==> config.mk <==
export PLATFORM = sky130hd
export DESIGN_NAME = pcr_bank
export DESIGN_NICKNAME = d
export VERILOG_FILES = /design/src/pcr_pkg.sv /design/src/pcr_bank.sv /design/src/pcr_sync.sv
export SDC_FILE = /design/constraint.sdc
export NUM_CORES = 1
export LEC_CHECK = 0
export ABC_AREA = 1
export BUFFER_PORTS_ARGS = -buffer_cell sky130_fd_sc_hd__buf_4
export CORE_UTILIZATION = 45
export CTS_BUF_LIST = sky130_fd_sc_hd__clkbuf_4
export CTS_CLUSTER_DIAMETER = 40
export DETAILED_ROUTE_END_ITERATION = 8
export PLACE_DENSITY_LB_ADDON = 0.3
export SLEW_MARGIN = 20
export SYNTH_ARGS = -nofsm -noshare
export SYNTH_HDL_FRONTEND = slang
export SYNTH_SLANG_ARGS = --single-unit
==> constraint.sdc <==
create_clock -name I_CLK -period 6.95 [get_ports I_CLK]
set_input_delay 0.695 -clock I_CLK [delete_from_list [all_inputs] [get_ports I_CLK]]
set_output_delay 0.695 -clock I_CLK [all_outputs]
set_load 0.005 [all_outputs]
==> src/pcr_pkg.sv <==
// Shared constants of the power control register bank: map, fields, reset values and timing.
package pcr_pkg;

	localparam int REG_COUNT = 14;
	localparam logic [3:0] REG_NONE = 4'hf;
	localparam logic [6:0] SLAVE_ADDR = 7'h60;

	// Register map, index order matches the arrays below.
	localparam logic [7:0] REG_ADDR [0:13] = '{8'h02, 8'h07, 8'h10, 8'h11, 8'h20, 8'h23, 8'h24,
		8'h25, 8'h29, 8'h2a, 8'h2b, 8'h38, 8'h39, 8'h3a};
	localparam logic [7:0] REG_RESET [0:13] = '{8'h00, 8'h28, 8'h55, 8'h00, 8'h00, 8'h00, 8'h00,
		8'h28, 8'h00, 8'h00, 8'h28, 8'h00, 8'h00, 8'h00};
	// Writable bits; everything else keeps its reset value forever.
	localparam logic [7:0] REG_WMASK [0:13] = '{8'h00, 8'h77, 8'h55, 8'h00, 8'h33, 8'h1f, 8'h1f,
		8'h0f, 8'h1f, 8'h1f, 8'h0f, 8'hff, 8'hff, 8'hff};

	localparam logic [3:0] IDX_THERMAL = 4'h0;
	localparam logic [3:0] IDX_SYS_CTRL = 4'h1;
	localparam logic [3:0] IDX_REG_ENABLE = 4'h2;
	localparam logic [3:0] IDX_VALID_STATUS = 4'h3;

	// Field positions.
	localparam int THERMAL_BIT = 1;
	localparam int DELAY_SEL_LSB = 4;
	localparam int BUCK2_FPWM_BIT = 2;
	localparam int BUCK1_FPWM_BIT = 1;
	localparam int CLK_SRC_BIT = 0;
	localparam int CONV1_VALID_BIT = 0;
	localparam int CONV2_VALID_BIT = 2;
	localparam int LIN1_VALID_BIT = 4;
	localparam int LIN2_VALID_BIT = 5;
	localparam int LINS_ALL_BIT = 6;
	localparam int CONVS_ALL_BIT = 7;

	// Power-on/off delays in half-millisecond steps, order converter1, converter2, linear1, linear2.
	localparam logic [4:0] DELAY_HALF_MS [0:7][0:3] = '{
		'{5'h02, 5'h02, 5'h02, 5'h02},
		'{5'h02, 5'h03, 5'h04, 5'h04},
		'{5'h03, 5'h04, 5'h06, 5'h0c},
		'{5'h03, 5'h04, 5'h02, 5'h02},
		'{5'h03, 5'h04, 5'h06, 5'h0c},
		'{5'h03, 5'h03, 5'h04, 5'h04},
		'{5'h06, 5'h04, 5'h02, 5'h03},
		'{5'h04, 5'h06, 5'h0c, 5'h16}};

	localparam int CLK_PERIOD_NS = 10;
	localparam int STEP_TIME_NS = 500000;
	localparam int DEGLITCH_TIME_NS = 1000000;
	localparam int STEP_CYCLES = STEP_TIME_NS / CLK_PERIOD_NS;
	localparam int DEGLITCH_CYCLES = DEGLITCH_TIME_NS / CLK_PERIOD_NS;

endpackage : pcr_pkg

==> src/pcr_bank.sv <==
// Power control register bank with two-wire serial slave and timed regulator sequencer.
//
// Notes on behaviour
// - Fourteen 8-bit registers; thermal and valid-status read-only, rest read/write.
// - Thermal register bit 1 reads 1 above 125 C; reset 0; others reserved.
// - System control bits 6-4 hold delay preset, reset 010; bit 3 resets set.
// - Delay preset selects per-regulator turn-on delays from the fixed table.
// - Bits 2 and 1 force PWM on converter2 and converter1; reset 0.
// - Bit 0 selects external 13 MHz clock over internal 2 MHz; reset 0.
// - Enable register even bits enable regulators, reset 1; odd bits reserved.
// - Valid-status register reports per-regulator and combined valid flags; reset 0.
// - Write is slave address 0x60, register byte, data byte; each acknowledged.
// - Regulator on when enable bit set and pin enable or its delayed sequencer output high.
// - Deglitched trigger rise starts power-on, fall starts shutdown sequence.
`timescale 1ns/10ps
module pcr_bank #(
	parameter int STEP_CNT = pcr_pkg::STEP_CYCLES,
	parameter int DEGLITCH_CNT = pcr_pkg::DEGLITCH_CYCLES
) (
	input wire logic I_CLK,
	input wire logic I_ARST_N,
	input wire logic I_SCL,
	input wire logic I_SDA,
	output logic O_SDA,
	output logic O_SDA_OE_N,
	input wire logic I_SEQ_TRIGGER,
	input wire logic I_CONVERTER1_PIN_ENABLE,
	input wire logic I_CONVERTER2_PIN_ENABLE,
	input wire logic I_LINEAR1_PIN_ENABLE,
	input wire logic I_LINEAR2_PIN_ENABLE,
	input wire logic I_CONVERTER1_VALID,
	input wire logic I_CONVERTER2_VALID,
	input wire logic I_LINEAR1_VALID,
	input wire logic I_LINEAR2_VALID,
	input wire logic I_OVER_TEMP,
	output logic O_CONVERTER1_ON,
	output logic O_CONVERTER2_ON,
	output logic O_LINEAR1_ON,
	output logic O_LINEAR2_ON,
	output logic O_BUCK1_FORCED_PWM,
	output logic O_BUCK2_FORCED_PWM,
	output logic O_BUCK_CLOCK_SOURCE_SELECT
);
	import pcr_pkg::*;

	typedef enum {
		ST_IDLE, ST_ADDR, ST_ADDR_ACK, ST_REG, ST_REG_ACK, ST_WDATA, ST_WDATA_ACK, ST_RDATA, ST_RACK
	} pcr_state_t;

	logic [11:0] sync_level;
	logic scl;
	logic sda;
	logic trig_sync;
	logic [3:0] pin_en;
	logic [3:0] valid_in;
	logic over_temp;

	pcr_sync #(.WIDTH(12), .RESET_VAL(12'h003)) u_sync (
		.i_clk(I_CLK),
		.i_arst_n(I_ARST_N),
		.i_async({I_OVER_TEMP, I_LINEAR2_VALID, I_LINEAR1_VALID, I_CONVERTER2_VALID, I_CONVERTER1_VALID,
			I_LINEAR2_PIN_ENABLE, I_LINEAR1_PIN_ENABLE, I_CONVERTER2_PIN_ENABLE, I_CONVERTER1_PIN_ENABLE,
			I_SEQ_TRIGGER, I_SDA, I_SCL}),
		.o_level(sync_level)
	);

	assign scl = sync_level[0];
	assign sda = sync_level[1];
	assign trig_sync = sync_level[2];
	assign pin_en = sync_level[6:3];
	assign valid_in = sync_level[10:7];
	assign over_temp = sync_level[11];
	// Open-drain: the pin is only ever pulled low.
	assign O_SDA = 1'b0;

	function automatic logic [3:0] find_index(input logic [7:0] addr);
		logic [3:0] r;
		r = REG_NONE;
		for (int k = 0; k < REG_COUNT; k++) begin
			if (REG_ADDR[k] == addr) begin
				r = 4'(k);
			end
		end
		return r;
	endfunction : find_index

	// Serial slave state.
	pcr_state_t state, next_state;
	logic scl_d, sda_d;
	logic [3:0] cnt, next_cnt;
	logic [7:0] shift, next_shift;
	logic [7:0] ptr, next_ptr;
	logic rw, next_rw;
	logic oe_n, next_oe_n;
	logic wr_en, next_wr_en;
	logic scl_rise, scl_fall, start_cond, stop_cond;
	logic [7:0] rd_data;
	logic [3:0] ptr_idx;

	// Register bank state.
	logic [7:0] bank [0:13];
	logic [7:0] next_bank [0:13];
	logic [7:0] valid_status, next_valid_status;

	assign scl_rise = scl & ~scl_d;
	assign scl_fall = ~scl & scl_d;
	assign start_cond = scl & scl_d & sda_d & ~sda;
	assign stop_cond = scl & scl_d & ~sda_d & sda;
	assign ptr_idx = find_index(ptr);

	always_comb begin
		if (ptr_idx == IDX_THERMAL) begin
			rd_data = 8'h00;
			rd_data[THERMAL_BIT] = over_temp;
		end else if (ptr_idx == IDX_VALID_STATUS) begin
			rd_data = valid_status;
		end else if (ptr_idx == REG_NONE) begin
			rd_data = 8'h00;
		end else begin
			rd_data = bank[ptr_idx];
		end
	end

	always_comb begin
		next_state = state;
		next_cnt = cnt;
		next_shift = shift;
		next_ptr = ptr;
		next_rw = rw;
		next_oe_n = oe_n;
		next_wr_en = 1'b0;
		if (start_cond) begin
			next_state = ST_ADDR;
			next_cnt = 4'h0;
			next_oe_n = 1'b1;
		end else if (stop_cond) begin
			next_state = ST_IDLE;
			next_oe_n = 1'b1;
		end else begin
			case (state)
				ST_ADDR, ST_REG, ST_WDATA: begin
					if (scl_rise && cnt != 4'h8) begin
						next_shift = {shift[6:0], sda};
						next_cnt = cnt + 4'h1;
					end else if (scl_fall && cnt == 4'h8) begin
						next_cnt = 4'h0;
						if (state == ST_ADDR) begin
							if (shift[7:1] == SLAVE_ADDR) begin
								next_oe_n = 1'b0;
								next_rw = shift[0];
								next_state = ST_ADDR_ACK;
							end else begin
								next_state = ST_IDLE;
							end
						end else if (state == ST_REG) begin
							next_ptr = shift;
							next_oe_n = 1'b0;
							next_state = ST_REG_ACK;
						end else begin
							next_wr_en = 1'b1;
							next_oe_n = 1'b0;
							next_state = ST_WDATA_ACK;
						end
					end
				end
				ST_ADDR_ACK: begin
					if (scl_fall) begin
						if (rw) begin
							next_oe_n = rd_data[7];
							next_shift = {rd_data[6:0], 1'b0};
							next_cnt = 4'h1;
							next_state = ST_RDATA;
						end else begin
							next_oe_n = 1'b1;
							next_state = ST_REG;
						end
					end
				end
				ST_REG_ACK, ST_WDATA_ACK: begin
					if (scl_fall) begin
						next_oe_n = 1'b1;
						next_state = ST_WDATA;
					end
				end
				ST_RDATA: begin
					if (scl_fall) begin
						if (cnt == 4'h8) begin
							next_oe_n = 1'b1;
							next_state = ST_RACK;
						end else begin
							next_oe_n = shift[7];
							next_shift = {shift[6:0], 1'b0};
							next_cnt = cnt + 4'h1;
						end
					end
				end
				ST_RACK: begin
					// A not-acknowledge ends the read; an acknowledge resends the same register.
					if (scl_rise && sda) begin
						next_state = ST_IDLE;
					end else if (scl_fall) begin
						next_oe_n = rd_data[7];
						next_shift = {rd_data[6:0], 1'b0};
						next_cnt = 4'h1;
						next_state = ST_RDATA;
					end
				end
				default: begin
					next_state = ST_IDLE;
				end
			endcase
		end
	end

	always_ff @(posedge I_CLK or negedge I_ARST_N) begin
		if (!I_ARST_N) begin
			state <= ST_IDLE;
			scl_d <= 1'b1;
			sda_d <= 1'b1;
			cnt <= 4'h0;
			shift <= 8'h00;
			ptr <= 8'h00;
			rw <= 1'b0;
			oe_n <= 1'b1;
			wr_en <= 1'b0;
		end else begin
			state <= next_state;
			scl_d <= scl;
			sda_d <= sda;
			cnt <= next_cnt;
			shift <= next_shift;
			ptr <= next_ptr;
			rw <= next_rw;
			oe_n <= next_oe_n;
			wr_en <= next_wr_en;
		end
	end

	assign O_SDA_OE_N = oe_n;

	always_comb begin
		next_bank = bank;
		if (wr_en && ptr_idx != REG_NONE) begin
			next_bank[ptr_idx] = (bank[ptr_idx] & ~REG_WMASK[ptr_idx]) | (shift & REG_WMASK[ptr_idx]);
		end
		next_valid_status = 8'h00;
		next_valid_status[CONV1_VALID_BIT] = valid_in[0];
		next_valid_status[CONV2_VALID_BIT] = valid_in[1];
		next_valid_status[LIN1_VALID_BIT] = valid_in[2];
		next_valid_status[LIN2_VALID_BIT] = valid_in[3];
		next_valid_status[LINS_ALL_BIT] = valid_in[2] & valid_in[3];
		next_valid_status[CONVS_ALL_BIT] = valid_in[0] & valid_in[1];
	end

	always_ff @(posedge I_CLK or negedge I_ARST_N) begin
		if (!I_ARST_N) begin
			bank <= REG_RESET;
			valid_status <= 8'h00;
		end else begin
			bank <= next_bank;
			valid_status <= next_valid_status;
		end
	end

	// Trigger deglitch and sequencer.
	logic trig_dg, next_trig_dg;
	logic [19:0] dg_cnt, next_dg_cnt;
	logic [19:0] tick, next_tick;
	logic [4:0] steps, next_steps;
	logic [3:0] seq_on, next_seq_on;
	logic [3:0] reg_on, next_reg_on;
	logic [2:0] delay_sel;

	assign delay_sel = bank[IDX_SYS_CTRL][DELAY_SEL_LSB +: 3];

	always_comb begin
		next_trig_dg = trig_dg;
		next_dg_cnt = 20'h0;
		next_tick = tick;
		next_steps = steps;
		next_seq_on = seq_on;
		if (trig_sync != trig_dg) begin
			next_dg_cnt = dg_cnt + 20'h1;
			if (dg_cnt == 20'(DEGLITCH_CNT - 1)) begin
				next_trig_dg = trig_sync;
				next_dg_cnt = 20'h0;
			end
		end
		if (next_trig_dg != trig_dg) begin
			next_tick = 20'h0;
			next_steps = 5'h00;
		end else if (tick == 20'(STEP_CNT - 1)) begin
			next_tick = 20'h0;
			if (steps != 5'h1f) begin
				next_steps = steps + 5'h01;
			end
		end else begin
			next_tick = tick + 20'h1;
		end
		// Both directions share the table; the shutdown walks the same delays.
		for (int k = 0; k < 4; k++) begin
			if (steps >= DELAY_HALF_MS[delay_sel][k]) begin
				next_seq_on[k] = trig_dg;
			end
			next_reg_on[k] = bank[IDX_REG_ENABLE][2 * k] & (pin_en[k] | seq_on[k]);
		end
	end

	always_ff @(posedge I_CLK or negedge I_ARST_N) begin
		if (!I_ARST_N) begin
			trig_dg <= 1'b0;
			dg_cnt <= 20'h0;
			tick <= 20'h0;
			steps <= 5'h1f;
			seq_on <= 4'h0;
			reg_on <= 4'h0;
		end else begin
			trig_dg <= next_trig_dg;
			dg_cnt <= next_dg_cnt;
			tick <= next_tick;
			steps <= next_steps;
			seq_on <= next_seq_on;
			reg_on <= next_reg_on;
		end
	end

	assign O_CONVERTER1_ON = reg_on[0];
	assign O_CONVERTER2_ON = reg_on[1];
	assign O_LINEAR1_ON = reg_on[2];
	assign O_LINEAR2_ON = reg_on[3];
	assign O_BUCK1_FORCED_PWM = bank[IDX_SYS_CTRL][BUCK1_FPWM_BIT];
	assign O_BUCK2_FORCED_PWM = bank[IDX_SYS_CTRL][BUCK2_FPWM_BIT];
	assign O_BUCK_CLOCK_SOURCE_SELECT = bank[IDX_SYS_CTRL][CLK_SRC_BIT];
endmodule : pcr_bank

==> src/pcr_sync.sv <==
// Three-stage synchroniser with an agree filter for a bundle of asynchronous inputs.
`timescale 1ns/10ps
module pcr_sync #(
	parameter int WIDTH = 1,
	parameter logic [WIDTH-1:0] RESET_VAL = '0
) (
	input wire logic i_clk,
	input wire logic i_arst_n,
	input wire logic [WIDTH-1:0] i_async,
	output logic [WIDTH-1:0] o_level
);
	logic [WIDTH-1:0] stage1;
	logic [WIDTH-1:0] stage2;
	logic [WIDTH-1:0] stage3;
	logic [WIDTH-1:0] next_level;

	// A bit only moves once the second and third stages agree, which drops one-cycle metastable blips.
	always_comb begin
		for (int k = 0; k < WIDTH; k++) begin
			next_level[k] = (stage2[k] == stage3[k]) ? stage3[k] : o_level[k];
		end
	end

	always_ff @(posedge i_clk or negedge i_arst_n) begin
		if (!i_arst_n) begin
			stage1 <= RESET_VAL;
			stage2 <= RESET_VAL;
			stage3 <= RESET_VAL;
			o_level <= RESET_VAL;
		end else begin
			stage1 <= i_async;
			stage2 <= stage1;
			stage3 <= stage2;
			o_level <= next_level;
		end
	end
endmodule : pcr_sync

==> metrics.md <==
| Metric | Value |
|---|---|
| Peak VDD IR | `0.111 mV` |
| Crit start category | `flop` |
| Core Rows | `60` |
| Iteration-0 DRC Markers | `947` |
| Area delta synth->final | `10.8%` |
| YS warnings | `0` |
| Post-CTS Repair Setup Buffers | `0` |
| Clk root buf | `clkbuf_4` |
| Vias | `~10000` |
| Skew-Pair Late Insertion Delay | `0.69 ns` |
| Fin nets | `1602` |
| Type of the worst setup path | `reg -> reg` |
| LEAKAGE | `6.73 nW` |
| Pwr Density | `approximately 250 nW/µm²` |
| Core Area | `27000 µm²` |
| Sequential share of the synthesized area | `50.3%` |
| Final core occ | `51.1%` |
| Synth top area cells | `dfrtp_1 (45%), nand2_1 (12%), nand3_1 (5.5%)` |
| Fin. Hold Viols | `0` |
| Largest net degree at the start of global routing | `slightly below 200` |
| CP max FO | `41` |
| F_max | `~250 MHz` |
| Commonest non-fill, non-tap cell in the layout | `nand2_1` |
| Reg clk slew, reported paths | `0.07 ns` |
| Fraction of layout cells with a size suffix above 1 | `15.8%` |
| Pins Over Slew Limit | `0` |
| EDFF count, synth | `0` |
| Final Critical Period | `3.96 ns` |
| Starting Density | `46.1%` |
| Area of the mapped netlist | `around 12000 µm²` |
| Die W | `168 µm` |
| Clock sinks | `249` |
| Final setup fails | `0` |
| Measured slew at the worst slew-check pin | `0.831 ns` |
| Die area | `28300 µm²` |
| Synth Flop Type | `dfrtp_1` |
| Clock skew | `between 0.05 and 0.06 ns` |
| Commonest cells after routing, fill and taps aside | `nand2_1 (401), dfrtp_1 (223), inv_1 (147), nand3_1 (137), nor2_1 (114)` |
| Placer Congestion | `0.875` |
| GRT Total Usage | `22.4%` |
| Via/cell ratio | `~5.3` |
| TritonRoute pass-1 iters | `5` |
| Antenna violations before repair | `1` |
| Status | `complete, no violations` |
| Total grt overflow | `0` |
| Yosys top cell area share | `44.8%` |
| Syn Area/Cell | `8.30 µm²` |
| Global-route wire length before repair | `roughly 51000 µm` |
| Worst hold path class | `in -> reg` |
| Async S/R FF share, synth | `100%` |
| Clock Tree Buf Depth | `3` |
| Relative slew slack | `44.6%` |
| CP endpoint kind | `flop` |
| Drt drc | `0` |
| Die height | `168 µm` |
| Worst path required time | `7.55 ns` |
| # fillers | `2553` |
| Max-Cap Viols | `0` |
| Num CTS Buffers | `70` |
| RSZ-0062 raised after global routing | `false` |
| Yosys top cell by area | `dfrtp_1` |
| #FFs+latches synth | `249` |
| Hpwl dp | `20100 µm` |
| Wirelength per Cell | `15.5 µm` |
| CTS resizes | `0` |
| CTS tree | `yes` |
| # hold bufs at CTS | `1` |
| I/O pin total | `23` |
| Final Cycle Share | `56.9%` |
| # port buffers | `21` |
| Vias in the first global route | `10300` |
| Final WL | `30400 µm` |
| Post-synthesis cell count | `1500` |
| H-tree depth | `3` |
| Worst path arrival time | `roughly 4.6 ns` |
| Post-DRT Antenna Nets | `0` |
| Library cells used by synthesis | `51` |
| Syn nets | `1542` |
| Final TNS setup | `0 ns` |
-- where the power goes --
| part | leakage (nW) | internal, mW | switching [mW] |
|---|---|---|---|
| clock network | 0.566 | 0.764 | 0.623 |
| registers | 3.24 | 1.52 | 0.0495 |
| logic | 2.93 | 0.114 | 0.322 |
| total | 6.73 | 2.40 | 0.994 |
-- synthesized netlist by cell type, types with 3 or more instances --
cell type / number
nor3_1: 27
nor3_4: 7
nand2_2: 12
nor3_2: 6
nor3b_1: 7
nor4_1: 11
a21oi_1: 43
nand2_1: 401
inv_2: 28
nor2_1: 114
o21ai_0: 78
dfstp_2: 26
xor2_1: 7
inv_1: 147
nand3b_1: 7
xnor2_1: 4
o21ai_2: 3
a211oi_1: 5
nand3_2: 5
a31oi_1: 8
buf_2: 14
nand3_1: 137
o21ai_1: 19
or2_2: 12
ha_1: 28
buf_4: 6
o211ai_1: 17
o21a_1: 7
clkbuf_1: 8
buf_6: 10
maj3_1: 12
dfrtp_1: 223
nor2_2: 5
nand4_1: 28
o22ai_1: 3
-- critical path: stages (launching register included) --
cell     delay [ns]
dfrtp_1        0.41
inv_1          0.08
nand2_1        0.06
nor2_2         0.22
nand3_1        0.13
nand2_1        0.16
nor2_2         0.10
nand2_2        0.06
buf_4          0.40
inv_2          0.40
ha_1           0.40
o21ai_1        0.27
inv_2          0.10
a21oi_1        0.20
or2_1          0.62
nand3_1        0.17
nand2_1        0.09
-- state kept, by name, summed over array words and instances (netlist names), 5 cells and up --
name,flops
u_sync.o_level,12
valid_status,6
ptr,8
tick,20
u_sync.stage1,12
dg_cnt,20
u_sync.stage3,12
steps,5
shift,8
bank,109
u_sync.stage2,12
-- through the flow --
| stage | area, µm² | hold slack [ns] | std cells | total power, mW | setup WS (ns) |
|---|---|---|---|---|---|
| floorplan | 12500 | 0.331 | 1500 | 1.87 | 4.16 |
| global placement | 12800 | 0.333 | 1827 | 2.01 | 3.18 |
| detailed placement | 12800 | 0.335 | 1827 | 2.02 | 3.07 |
| CTS | 13800 | 0.0370 | 1955 | 3.43 | 3.05 |
| global route | 13800 | 0.0382 | 1957 | 3.57 | 2.65 |
| finish | 13800 | 0.110 | 1957 | 3.39 | 2.99 |
-- final cells by class --
class	instances	area [µm²]	area share, %
diodes	1	2.50	0.0181
inverters	178	671	4.86
clock buffers	111	833	6.04
well taps	341	427	3.09
flip-flops and latches	249	6260	45.4
multi-input cells	1033	5250	38.1
clock inverters	16	98.8	0.716
repair buffers	28	253	1.83
-- logic make-up (layout without fill, tap and decap cells) --
kind of cell / count (synthesis) / in the layout / synth area share, %
muxes: 1 / 1 / 0.0804
and+or+nand+nor: 787 / 787 / 28.7
AOI/OAI and AO/OA: 193 / 193 / 8.77
adders and majority gates: 40 / 40 / 3.78
xor gates and xnor gates: 11 / 11 / 0.774
other: 1 / 2 / 0.0301
buffers and inverters: 218 / 333 / 7.52
DFF: 249 / 249 / 50.3
-- final timing paths --
| path | from | to | slack [ns] | depth (start not counted) |
|---|---|---|---|---|
| setup / recovery | ptr[4] | bank[14] | 2.99 | 16 |
| hold / removal | I_CONVERTER1_PIN_ENABLE | u_sync.stage1[3] | 0.11 | 1 |
| setup reg to reg | ptr[4] | bank[14] | 2.99 | 16 |
| hold reg to reg | u_sync.stage1[8] | u_sync.stage2[8] | 0.32 | 0 |
| max in group asynchronous | I_ARST_N | u_sync.stage1[0] | 5.04 | 4 |
| min in group asynchronous | I_ARST_N | seq_on[0] | 0.53 | 2 |
-- metal layers --
layer	vias to the layer above	global-route usage [%]	part of all wire, %
met1	4909	30.0	45
met5	-	0	0
met3	82	4.89	7.3
met2	337	35.3	45
met4	0	9.33	3.1
li1	5072	-	-
No activity file was read; power rests on OpenSTA's default activity.
